### config.mk
export PLATFORM = sky130hd
export DESIGN_NAME = txi_core
export DESIGN_NICKNAME = d
export VERILOG_FILES = /design/src/hdl/txi_pkg.sv /design/src/hdl/txi_core.sv
export SDC_FILE = /design/constraint.sdc
export NUM_CORES = 1
export LEC_CHECK = 0
export BUFFER_PORTS_ARGS = -buffer_cell sky130_fd_sc_hd__buf_2
export CORE_MARGIN = 1.5
export CORE_UTILIZATION = 45
export DETAILED_ROUTE_END_ITERATION = 8
export PLACE_DENSITY = 0.81
export SYNTH_ARGS = -nofsm -noshare
export SYNTH_HDL_FRONTEND = slang
export SYNTH_SLANG_ARGS = --single-unit
### constraint.sdc
create_clock -name CLOCK -period 12.3 [get_ports CLOCK]
set_clock_uncertainty 0.2 [all_clocks]
set_input_delay 1.23 -clock CLOCK [delete_from_list [all_inputs] [get_ports CLOCK]]
set_output_delay 1.23 -clock CLOCK [all_outputs]
set_load 0.1 [all_outputs]
### src/hdl/txi_pkg.sv
// ----------------------------------------------------------------------
// Notes on behaviour
// - raise queue empty cause when ring head becomes equal to ring tail.
// - set write-back cause when a descriptor with report status is written back.
// - report status plus delay enable write-back loads countdown from delay interval.
// - countdown expiry sets the same write-back cause; no separate delayed bit.
// - delayed interrupt is gated by the write-back cause mask bit.
// - with external phy, any change of phy link input sets link change cause.
// - in serdes mode, changes of loss of sync set link change cause.
// - serdes with autoneg: zero base page or software link reset/autoneg write signals.
// - ring low cause when tail minus head minus prefetched reaches low threshold.
// - prefetched count subtracted is clamped to at most eight descriptors.
// - start transmitting only once the whole packet sits in the transmit fifo.
// - buffers on any byte boundary; length limited only by maximum packet size.
// - three descriptor formats: legacy, data and context.
// - with extension bit set, the type field selects the descriptor format.
// - extension bit 29 clear means legacy format.
// - context descriptor moves no data and loads its control word internally.
// - null address moves no data; report status still writes the done flag.
// ----------------------------------------------------------------------
package txi_pkg;
  localparam int CAUSE_W = 4;
  localparam int QE_BIT = 0;
  localparam int WB_BIT = 1;
  localparam int LC_BIT = 2;
  localparam int LOW_BIT = 3;
  // word indices on the register bus
  localparam logic [2:0] REG_CAUSE = 3'h0;
  localparam logic [2:0] REG_MASK = 3'h1;
  localparam logic [2:0] REG_DELAY = 3'h2;
  localparam logic [2:0] REG_DCTL = 3'h3;
  localparam logic [2:0] REG_LINK = 3'h4;
  localparam logic [2:0] REG_STATUS = 3'h5;
  localparam int SERDES_BIT = 0;
  localparam int HWAN_BIT = 1;
  localparam int LINK_RESET_BIT = 2;
  localparam int ANEN_BIT = 3;
  localparam int LINK_W = 4;
  localparam int ST_PHY = 0;
  localparam int ST_SYNC = 1;
  localparam int ST_CNT = 2;
  localparam int ST_AVAIL_LSB = 16;
  localparam int DELAY_W = 16;
  localparam int EXT_BIT = 29;
  localparam int REPORT_BIT = 27;
  localparam int DELAY_EN_BIT = 31;
  localparam int TYPE_LSB = 20;
  localparam int TYPE_W = 4;
  localparam int LEN_W = 16;
  localparam logic [3:0] TYPE_CONTEXT = 4'h0;
  localparam logic [3:0] TYPE_DATA = 4'h1;
  localparam int PREFETCH_MAX = 8;
  localparam int MAX_PACKET_BYTES = 9014;
  localparam logic [31:0] RST_WORD = 32'h0;
  typedef enum logic [3:0] {
    TXI_LEGACY = 4'b0001,
    TXI_DATA = 4'b0010,
    TXI_CONTEXT = 4'b0100,
    TXI_UNKNOWN = 4'b1000
  } txi_kind_type;
  typedef struct packed {
    logic valid;
    logic report_status;
    logic delay_enable;
  } txi_wb_type;
  typedef struct packed {
    logic valid;
    txi_kind_type kind;
    logic move_data;
    logic load_context;
    logic write_done;
    logic length_bad;
  } txi_desc_type;
endpackage

### src/hdl/txi_core.sv
`timescale 1ns/1ps
module txi_core #(
  parameter int PTR_W = 16,
  parameter int PRE_W = 4,
  parameter int MAX_PACKET = txi_pkg::MAX_PACKET_BYTES
) (
  // clock and reset
  input wire logic CLOCK,
  input wire logic RESET_N,
  // register bus
  input wire logic [2:0] AVS_ADDRESS,
  input wire logic AVS_READ,
  input wire logic AVS_WRITE,
  input wire logic [31:0] AVS_WRITEDATA,
  input wire logic [3:0] AVS_BYTEENABLE,
  output logic [31:0] AVS_READDATA,
  output logic AVS_WAITREQUEST,
  // descriptor ring state
  input wire logic [PTR_W-1:0] RING_HEAD,
  input wire logic [PTR_W-1:0] RING_TAIL,
  input wire logic [PTR_W-1:0] RING_SIZE,
  input wire logic [PRE_W-1:0] PREFETCHED,
  // descriptor write-back
  input wire txi_pkg::txi_wb_type WRITE_BACK,
  // link
  input wire logic PHY_LINK,
  input wire logic LOSS_OF_SYNC,
  input wire logic CONFIG_ZERO_PAGE,
  // descriptor decode
  input wire logic DESC_VALID,
  input wire logic [63:0] DESC_ADDR,
  input wire logic [31:0] DESC_UPPER,
  output txi_pkg::txi_desc_type DESC_RESULT,
  output logic [31:0] CONTEXT_INFO,
  // transmit start
  input wire logic TX_REQUEST,
  input wire logic PACKET_FETCHED,
  output logic TX_START,
  // interrupt
  output logic IRQ
);

  if (PTR_W < 2 || PTR_W > 16) begin : g_chk_ptr
    $error("PTR_W must lie between 2 and 16");
  end
  if (PRE_W < 4 || MAX_PACKET < 1 || MAX_PACKET > 65535) begin : g_chk_len
    $error("PRE_W below 4 or MAX_PACKET outside the length field");
  end

  // ----------------------------------------------------------------------
  // functions
  // ----------------------------------------------------------------------
  function automatic logic [31:0] wr_merge(input logic [31:0] old, input logic [31:0] wd,
                                           input logic [3:0] be);
    logic [31:0] m;
    m = '0;
    for (int i = 0; i < 4; i++) begin
      m[i*8 +: 8] = {8{be[i]}};
    end
    return (old & ~m) | (wd & m);
  endfunction

  function automatic txi_pkg::txi_kind_type decode_kind(input logic [31:0] up);
    logic [txi_pkg::TYPE_W-1:0] t;
    t = up[txi_pkg::TYPE_LSB +: txi_pkg::TYPE_W];
    if (!up[txi_pkg::EXT_BIT]) begin
      return txi_pkg::TXI_LEGACY;
    end
    if (t == txi_pkg::TYPE_CONTEXT) begin
      return txi_pkg::TXI_CONTEXT;
    end
    if (t == txi_pkg::TYPE_DATA) begin
      return txi_pkg::TXI_DATA;
    end
    return txi_pkg::TXI_UNKNOWN;
  endfunction

  // tail is only advanced once descriptors are stored, so tail - head is trustworthy
  function automatic logic [PTR_W:0] avail_count(input logic [PTR_W-1:0] head,
      input logic [PTR_W-1:0] tail, input logic [PTR_W-1:0] size,
      input logic [PRE_W-1:0] pre);
    logic [PTR_W:0] diff;
    logic [PTR_W:0] used;
    if (tail >= head) begin
      diff = {1'b0, tail} - {1'b0, head};
    end else begin
      diff = {1'b0, tail} + {1'b0, size} - {1'b0, head};
    end
    used = (pre > PRE_W'(txi_pkg::PREFETCH_MAX)) ? (PTR_W+1)'(txi_pkg::PREFETCH_MAX) :
           (PTR_W+1)'(pre);
    return (diff > used) ? diff - used : '0;
  endfunction

  // ----------------------------------------------------------------------
  // register bus slave
  // ----------------------------------------------------------------------
  logic wr_accept;
  localparam int CAUSE_W_L = txi_pkg::CAUSE_W;
  logic [31:0] wd_cause;
  logic [CAUSE_W_L-1:0] cause;
  logic [CAUSE_W_L-1:0] mask;
  logic [txi_pkg::DELAY_W-1:0] delay_interval_field;
  logic [PTR_W-1:0] low_threshold_field;
  logic [txi_pkg::LINK_W-1:0] link_ctl;
  logic [txi_pkg::DELAY_W-1:0] countdown;
  logic [PTR_W:0] avail;
  logic [31:0] rd_value;

  // one wait cycle per request keeps read data a plain register
  always_ff @(posedge CLOCK) begin
    if (!RESET_N) begin
      AVS_WAITREQUEST <= 1'b1;
    end else begin
      AVS_WAITREQUEST <= !((AVS_READ || AVS_WRITE) && AVS_WAITREQUEST);
    end
  end

  assign wr_accept = AVS_WRITE && !AVS_WAITREQUEST;
  assign wd_cause = wr_merge(32'h0, AVS_WRITEDATA, AVS_BYTEENABLE);

  always_comb begin
    rd_value = '0;
    unique case (AVS_ADDRESS)
      txi_pkg::REG_CAUSE: rd_value[CAUSE_W_L-1:0] = cause;
      txi_pkg::REG_MASK: rd_value[CAUSE_W_L-1:0] = mask;
      txi_pkg::REG_DELAY: rd_value[txi_pkg::DELAY_W-1:0] = delay_interval_field;
      txi_pkg::REG_DCTL: rd_value[PTR_W-1:0] = low_threshold_field;
      txi_pkg::REG_LINK: rd_value[txi_pkg::LINK_W-1:0] = link_ctl;
      txi_pkg::REG_STATUS: begin
        rd_value[txi_pkg::ST_PHY] = PHY_LINK;
        rd_value[txi_pkg::ST_SYNC] = LOSS_OF_SYNC;
        rd_value[txi_pkg::ST_CNT] = (countdown != '0);
        rd_value[txi_pkg::ST_AVAIL_LSB +: PTR_W] = avail[PTR_W-1:0];
      end
      default: rd_value = '0;
    endcase
  end

  always_ff @(posedge CLOCK) begin
    if (!RESET_N) begin
      AVS_READDATA <= txi_pkg::RST_WORD;
    end else if (AVS_READ && AVS_WAITREQUEST) begin
      AVS_READDATA <= rd_value;
    end
  end

  always_ff @(posedge CLOCK) begin
    if (!RESET_N) begin
      delay_interval_field <= '0;
      low_threshold_field <= '0;
      link_ctl <= '0;
    end else if (wr_accept) begin
      unique case (AVS_ADDRESS)
        txi_pkg::REG_DELAY: delay_interval_field <= txi_pkg::DELAY_W'(
          wr_merge(32'(delay_interval_field), AVS_WRITEDATA, AVS_BYTEENABLE));
        txi_pkg::REG_DCTL: low_threshold_field <= PTR_W'(
          wr_merge(32'(low_threshold_field), AVS_WRITEDATA, AVS_BYTEENABLE));
        txi_pkg::REG_LINK: link_ctl <= txi_pkg::LINK_W'(
          wr_merge(32'(link_ctl), AVS_WRITEDATA, AVS_BYTEENABLE));
        default: ;
      endcase
    end
  end

  // ----------------------------------------------------------------------
  // event detection
  // ----------------------------------------------------------------------
  logic armed;
  logic qe_prev;
  logic phy_prev;
  logic sync_prev;
  logic qe_event;
  logic link_event;
  logic low_event;
  logic sw_an;
  logic cnt_load;
  logic cnt_expire;
  logic wb_now;

  // previous-value flops only become trusted one cycle after release
  always_ff @(posedge CLOCK) begin
    if (!RESET_N) begin
      armed <= 1'b0;
      qe_prev <= 1'b1;
      phy_prev <= 1'b0;
      sync_prev <= 1'b0;
      avail <= '0;
    end else begin
      armed <= 1'b1;
      qe_prev <= (RING_HEAD == RING_TAIL);
      phy_prev <= PHY_LINK;
      sync_prev <= LOSS_OF_SYNC;
      avail <= avail_count(RING_HEAD, RING_TAIL, RING_SIZE, PREFETCHED);
    end
  end

  assign qe_event = armed && (RING_HEAD == RING_TAIL) && !qe_prev;
  assign low_event = armed && (avail_count(RING_HEAD, RING_TAIL, RING_SIZE, PREFETCHED) ==
                     {1'b0, low_threshold_field}) && (avail != {1'b0, low_threshold_field});
  assign sw_an = wr_accept && (AVS_ADDRESS == txi_pkg::REG_LINK) &&
                 (wd_cause[txi_pkg::LINK_RESET_BIT] || wd_cause[txi_pkg::ANEN_BIT]);

  always_comb begin
    if (link_ctl[txi_pkg::SERDES_BIT]) begin
      link_event = armed && (LOSS_OF_SYNC != sync_prev);
      if (link_ctl[txi_pkg::HWAN_BIT] && (CONFIG_ZERO_PAGE || sw_an)) begin
        link_event = 1'b1;
      end
    end else begin
      link_event = armed && (PHY_LINK != phy_prev);
    end
  end

  // ----------------------------------------------------------------------
  // write-back and delayed interrupt countdown
  // ----------------------------------------------------------------------
  // a zero interval cannot count, so it falls back to an immediate cause
  assign cnt_load = WRITE_BACK.valid && WRITE_BACK.report_status && WRITE_BACK.delay_enable;
  assign wb_now = WRITE_BACK.valid && WRITE_BACK.report_status &&
                  (!WRITE_BACK.delay_enable || delay_interval_field == '0);
  assign cnt_expire = (countdown == txi_pkg::DELAY_W'(1)) && !cnt_load;

  always_ff @(posedge CLOCK) begin
    if (!RESET_N) begin
      countdown <= '0;
    end else if (cnt_load) begin
      countdown <= delay_interval_field;
    end else if (countdown != '0) begin
      countdown <= countdown - txi_pkg::DELAY_W'(1);
    end
  end

  // ----------------------------------------------------------------------
  // cause, mask and interrupt
  // ----------------------------------------------------------------------
  logic [CAUSE_W_L-1:0] cause_set;
  logic [CAUSE_W_L-1:0] cause_clr;
  logic [CAUSE_W_L-1:0] next_cause;
  logic [CAUSE_W_L-1:0] next_mask;

  always_comb begin
    cause_set = '0;
    cause_set[txi_pkg::QE_BIT] = qe_event;
    cause_set[txi_pkg::WB_BIT] = wb_now || cnt_expire;
    cause_set[txi_pkg::LC_BIT] = link_event;
    cause_set[txi_pkg::LOW_BIT] = low_event;
    cause_clr = '0;
    if (wr_accept && AVS_ADDRESS == txi_pkg::REG_CAUSE) begin
      cause_clr = wd_cause[CAUSE_W_L-1:0];
    end
    next_cause = (cause & ~cause_clr) | cause_set;
    next_mask = mask;
    if (wr_accept && AVS_ADDRESS == txi_pkg::REG_MASK) begin
      next_mask = CAUSE_W_L'(wr_merge(32'(mask), AVS_WRITEDATA, AVS_BYTEENABLE));
    end
  end

  always_ff @(posedge CLOCK) begin
    if (!RESET_N) begin
      cause <= '0;
      mask <= '0;
    end else begin
      cause <= next_cause;
      mask <= next_mask;
    end
  end

  always_ff @(posedge CLOCK) begin
    if (!RESET_N) begin
      IRQ <= 1'b0;
    end else begin
      IRQ <= |(next_cause & next_mask);
    end
  end

  // ----------------------------------------------------------------------
  // descriptor decode
  // ----------------------------------------------------------------------
  txi_pkg::txi_kind_type kind;
  logic len_bad;
  logic addr_null;

  assign kind = decode_kind(DESC_UPPER);
  assign addr_null = (DESC_ADDR == 64'h0);
  // any start address is fine; only the length is bounded
  assign len_bad = (kind != txi_pkg::TXI_CONTEXT) &&
                   (DESC_UPPER[txi_pkg::LEN_W-1:0] > txi_pkg::LEN_W'(MAX_PACKET));

  always_ff @(posedge CLOCK) begin
    if (!RESET_N) begin
      DESC_RESULT <= '{valid: 1'b0, kind: txi_pkg::TXI_LEGACY, default: 1'b0};
    end else begin
      DESC_RESULT.valid <= DESC_VALID;
      DESC_RESULT.kind <= kind;
      DESC_RESULT.move_data <= DESC_VALID && !addr_null && !len_bad &&
        (kind == txi_pkg::TXI_LEGACY || kind == txi_pkg::TXI_DATA);
      DESC_RESULT.load_context <= DESC_VALID && (kind == txi_pkg::TXI_CONTEXT);
      DESC_RESULT.write_done <= DESC_VALID && DESC_UPPER[txi_pkg::REPORT_BIT];
      DESC_RESULT.length_bad <= DESC_VALID && len_bad;
    end
  end

  always_ff @(posedge CLOCK) begin
    if (!RESET_N) begin
      CONTEXT_INFO <= txi_pkg::RST_WORD;
    end else if (DESC_VALID && kind == txi_pkg::TXI_CONTEXT) begin
      CONTEXT_INFO <= DESC_UPPER;
    end
  end

  // ----------------------------------------------------------------------
  // transmit start
  // ----------------------------------------------------------------------
  // waiting for the full packet costs latency but allows checksum insertion
  always_ff @(posedge CLOCK) begin
    if (!RESET_N) begin
      TX_START <= 1'b0;
    end else begin
      TX_START <= TX_REQUEST && PACKET_FETCHED;
    end
  end
endmodule

==> flow_summary.toml <==
[power_and_ir_drop]
powerDensity_mw_per_mm2 = 144
clkPwrFrac_pct = 28.1
swShare_pct = 38.1
p_comb_share_pct = 38.7
power_leakage_nw = 5.75
p_seq_share_pct = 33.2
p_int_mw = 1.10
power_switching_uw = 679
p_total_mw = 1.78
ir_drop_mv = 0.0854

[clock_network]
clock-sinks = 157
path_clk_slew_ns = 0.06
ctsResizeCount = 0
cts_setup_buffers = 0
postCtsHoldBufs = 0
cts.path.max_buffers = 2
numCtsBuffers = 17
clk_latency_ns = 0.42
cts.htree.levels = 4
cts_tree = "done"
cts-root-buf = "clkbuf_16"

[floorplan]
die_y_um = 155
die-area_mm2 = 0.0239
rows = 55
initial_core_util_pct = 45.8
ios = 276
dieWidth_um = 155
coreArea_mm2 = 0.0226

[critical_path]
worstSetupPathDepth = 20
cp-start-kind = "primary input"
path_buf_inv = 3
crit_end = "IRQ$_SDFF_PN0_"
reg2regPathDepth = 8
r2r-end = "countdown[3]$_SDFFE_PN0P_"
crit_start = "RING_HEAD[7]"
cp_max_fo = 21
cp-end-kind = "register"
path_class = "primary input to register"
worstPathCellList = "buf_2 > inv_1 > ha_1 > nand4_1 > or3_1 > o211a_2 > a31o_1 > buf_4 > o21a_1 > ha_1 > a21oi_1 > o21ai_1 > or4_4 > mux2i_4 > a22oi_2 > or2_0 > or4_1 > a2111oi_1 > o2111ai_1 > a31oi_1"
rrSetupSlack_ns = 9.12
cp.required_ns = 12.43
slowest_delay_ns = 0.60
cp_top_family = "simple AND/OR/NAND/NOR gates"
critPathArrivalTime_ns = 7.09
cpMostUsedCell = "ha_1"
slowest_stage = "or4_4"
r2r-start = "countdown[4]$_SDFFE_PN0P_"

[run]
drv_cap = 0

[route]
num_vias = 10000
vias_per_cell = 5.64
drc_errors = 0
first_pass_iters = 5
drtIter0Drc = 613
ant_nets = 0
wl_per_cell_um = 16.4
wirelength_um = 29200

[logic_synthesis]
synthCells = 1263
ys_seq_area_share_pct = 30.4
yosys.area.top_type = "dfxtp_1"
synth.ff_latch_count = 157
yosysTopAreaCellShare_pct = 30.4
synth-async-reset-ratio_pct = 0
synth.most_common_cell = "dfxtp_1"
synth_nets = 1520
synth.distinct_cells = 88
yosys-top-cells-area = "dfxtp_1 30%, mux2i_1 6.1%, nand2_1 5.0%"
syn_area_mm2 = 0.0103
yosys_warnings = 0
synth_edf_count = 0
synthFlopType = "dfxtp_1"
synth_area_per_cell_um2 = 8.19
synthTopCellsByCount = "157 x dfxtp_1, 139 x nand2_1, 96 x inv_1"

[sta]
maxSlewHeadroom_pct = 21.7
fin_ws_ns = 5.34
hold_viol_final = 0
rsz0062_at_grt = "false"
fin_crit_sh_pct = 56.6
min_period_ns = 6.96
fin_setup_tns_ns = 0
clock.fmax_mhz = 144
tightest_slew_ns = 1.17
setup_viol = 0
slew_viol_final = 0

[finish]
antennaDiodeCount = 0
finish.net_count = 1739
post_route_cells_drive_above_1_share_pct = 21.3
regArea_mm2 = 0.00314
multi_input_area_mm2 = 0.00661
synthToLayoutAreaGrowth_pct = 19.3
nFillCells = 2087

[global_route]
grt_max_degree = 73
grt_pass1_wl_um = 46200
grt_pass1_vias = 9231
grt.overflow.total = 0
grt.total_usage_pct = 24.0
antenna_found_initial = 0

[placed_design]
port_buffers = 257
place.gp.congestion = 0.904
post-place-ws_ns = 5.05
dpl.hpwl_um = 22700

[min_path]
hp-class = "register to register"

[status]
status = "completed"
## layer usage
metal	track usage, %	part of all wire [%]
met5	0	0
met4	12.3	4.3
met3	4.40	6.6
met2	41.2	48
met1	28.7	41
## power groups by stage
stage / clock network, mW / logic [mW] / registers, mW
4_1_cts: 0.506 / 0.680 / 0.591
3_3_place_gp: 0 / 0.655 / 0.599
6_report: 0.500 / 0.689 / 0.592
2_1_floorplan: 0 / 0.495 / 0.616
3_5_place_dp: 0 / 0.674 / 0.601
5_1_grt: 0.529 / 0.765 / 0.595
## worst min-delay path: cells and delay by family, from the launching register on
kind	cells	cell delay, ns
and+or+nand+nor	1	0.04
AOI/OAI and AO/OA	1	0.06
DFF	1	0.31
## cell type report
cell class                      count  share of cell area, %
Multi-Input combinational cell    950                   53.6
Clock buffer                       18                   3.56
Clock inverter                     14                   1.01
Timing Repair Buffer              260                   10.6
Inverter                           96                   2.92
Tap cell                          285                   2.89
Sequential cell                   157                   25.5
## cell usage in the layout (no fill, tap or decap), types with 38 or more instances in the layout
cell     count
buf_2      257
nor2b_1     72
dfxtp_1    157
ha_1        39
mux2i_1     63
xor2_1      38
nand2_1    139
o21ai_0     51
inv_1       96
nor2_1      71
a21oi_1     47
## worst min path at each step
stage / from / to / depth (start not counted)
6_report: CONTEXT_INFO[31]$_SDFFE_PN0P_ / CONTEXT_INFO[31]$_SDFFE_PN0P_ / 2
3_5_place_dp: CONTEXT_INFO[31]$_SDFFE_PN0P_ / CONTEXT_INFO[31]$_SDFFE_PN0P_ / 2
3_3_place_gp: CONTEXT_INFO[29]$_SDFFE_PN0P_ / CONTEXT_INFO[29]$_SDFFE_PN0P_ / 1
5_1_grt: CONTEXT_INFO[4]$_SDFFE_PN0P_ / CONTEXT_INFO[4]$_SDFFE_PN0P_ / 2
2_1_floorplan: register / register / 2
4_1_cts: CONTEXT_INFO[31]$_SDFFE_PN0P_ / CONTEXT_INFO[31]$_SDFFE_PN0P_ / 2
## kinds of logic (layout without fill, tap and decap cells)
family	count (synthesis)	in the layout	share of synthesized area [%]
buffers and inverters	156	388	5.73
AND/OR/NAND/NOR	478	478	23.9
multiplexers	70	70	7.18
AO/OA/AOI/OAI	282	282	19.2
XOR/XNOR	63	63	5.46
flip-flops	157	157	30.4
adder cells (fa/ha/maj)	57	57	8.20
## through the flow
step                      std cells  area, um^2  hold WS [ns]  util [%]
final                          1780       12300         0.260      54.7
after global routing           1780       12300         0.288      54.7
after CTS                      1780       12300         0.263      54.7
after detailed placement       1748       11800         0.254      52.2
after global placement         1748       11800         0.244      52.2
after floorplan                1263       10300         0.244         -
Note: power is estimated with default switching activity, not from simulation.
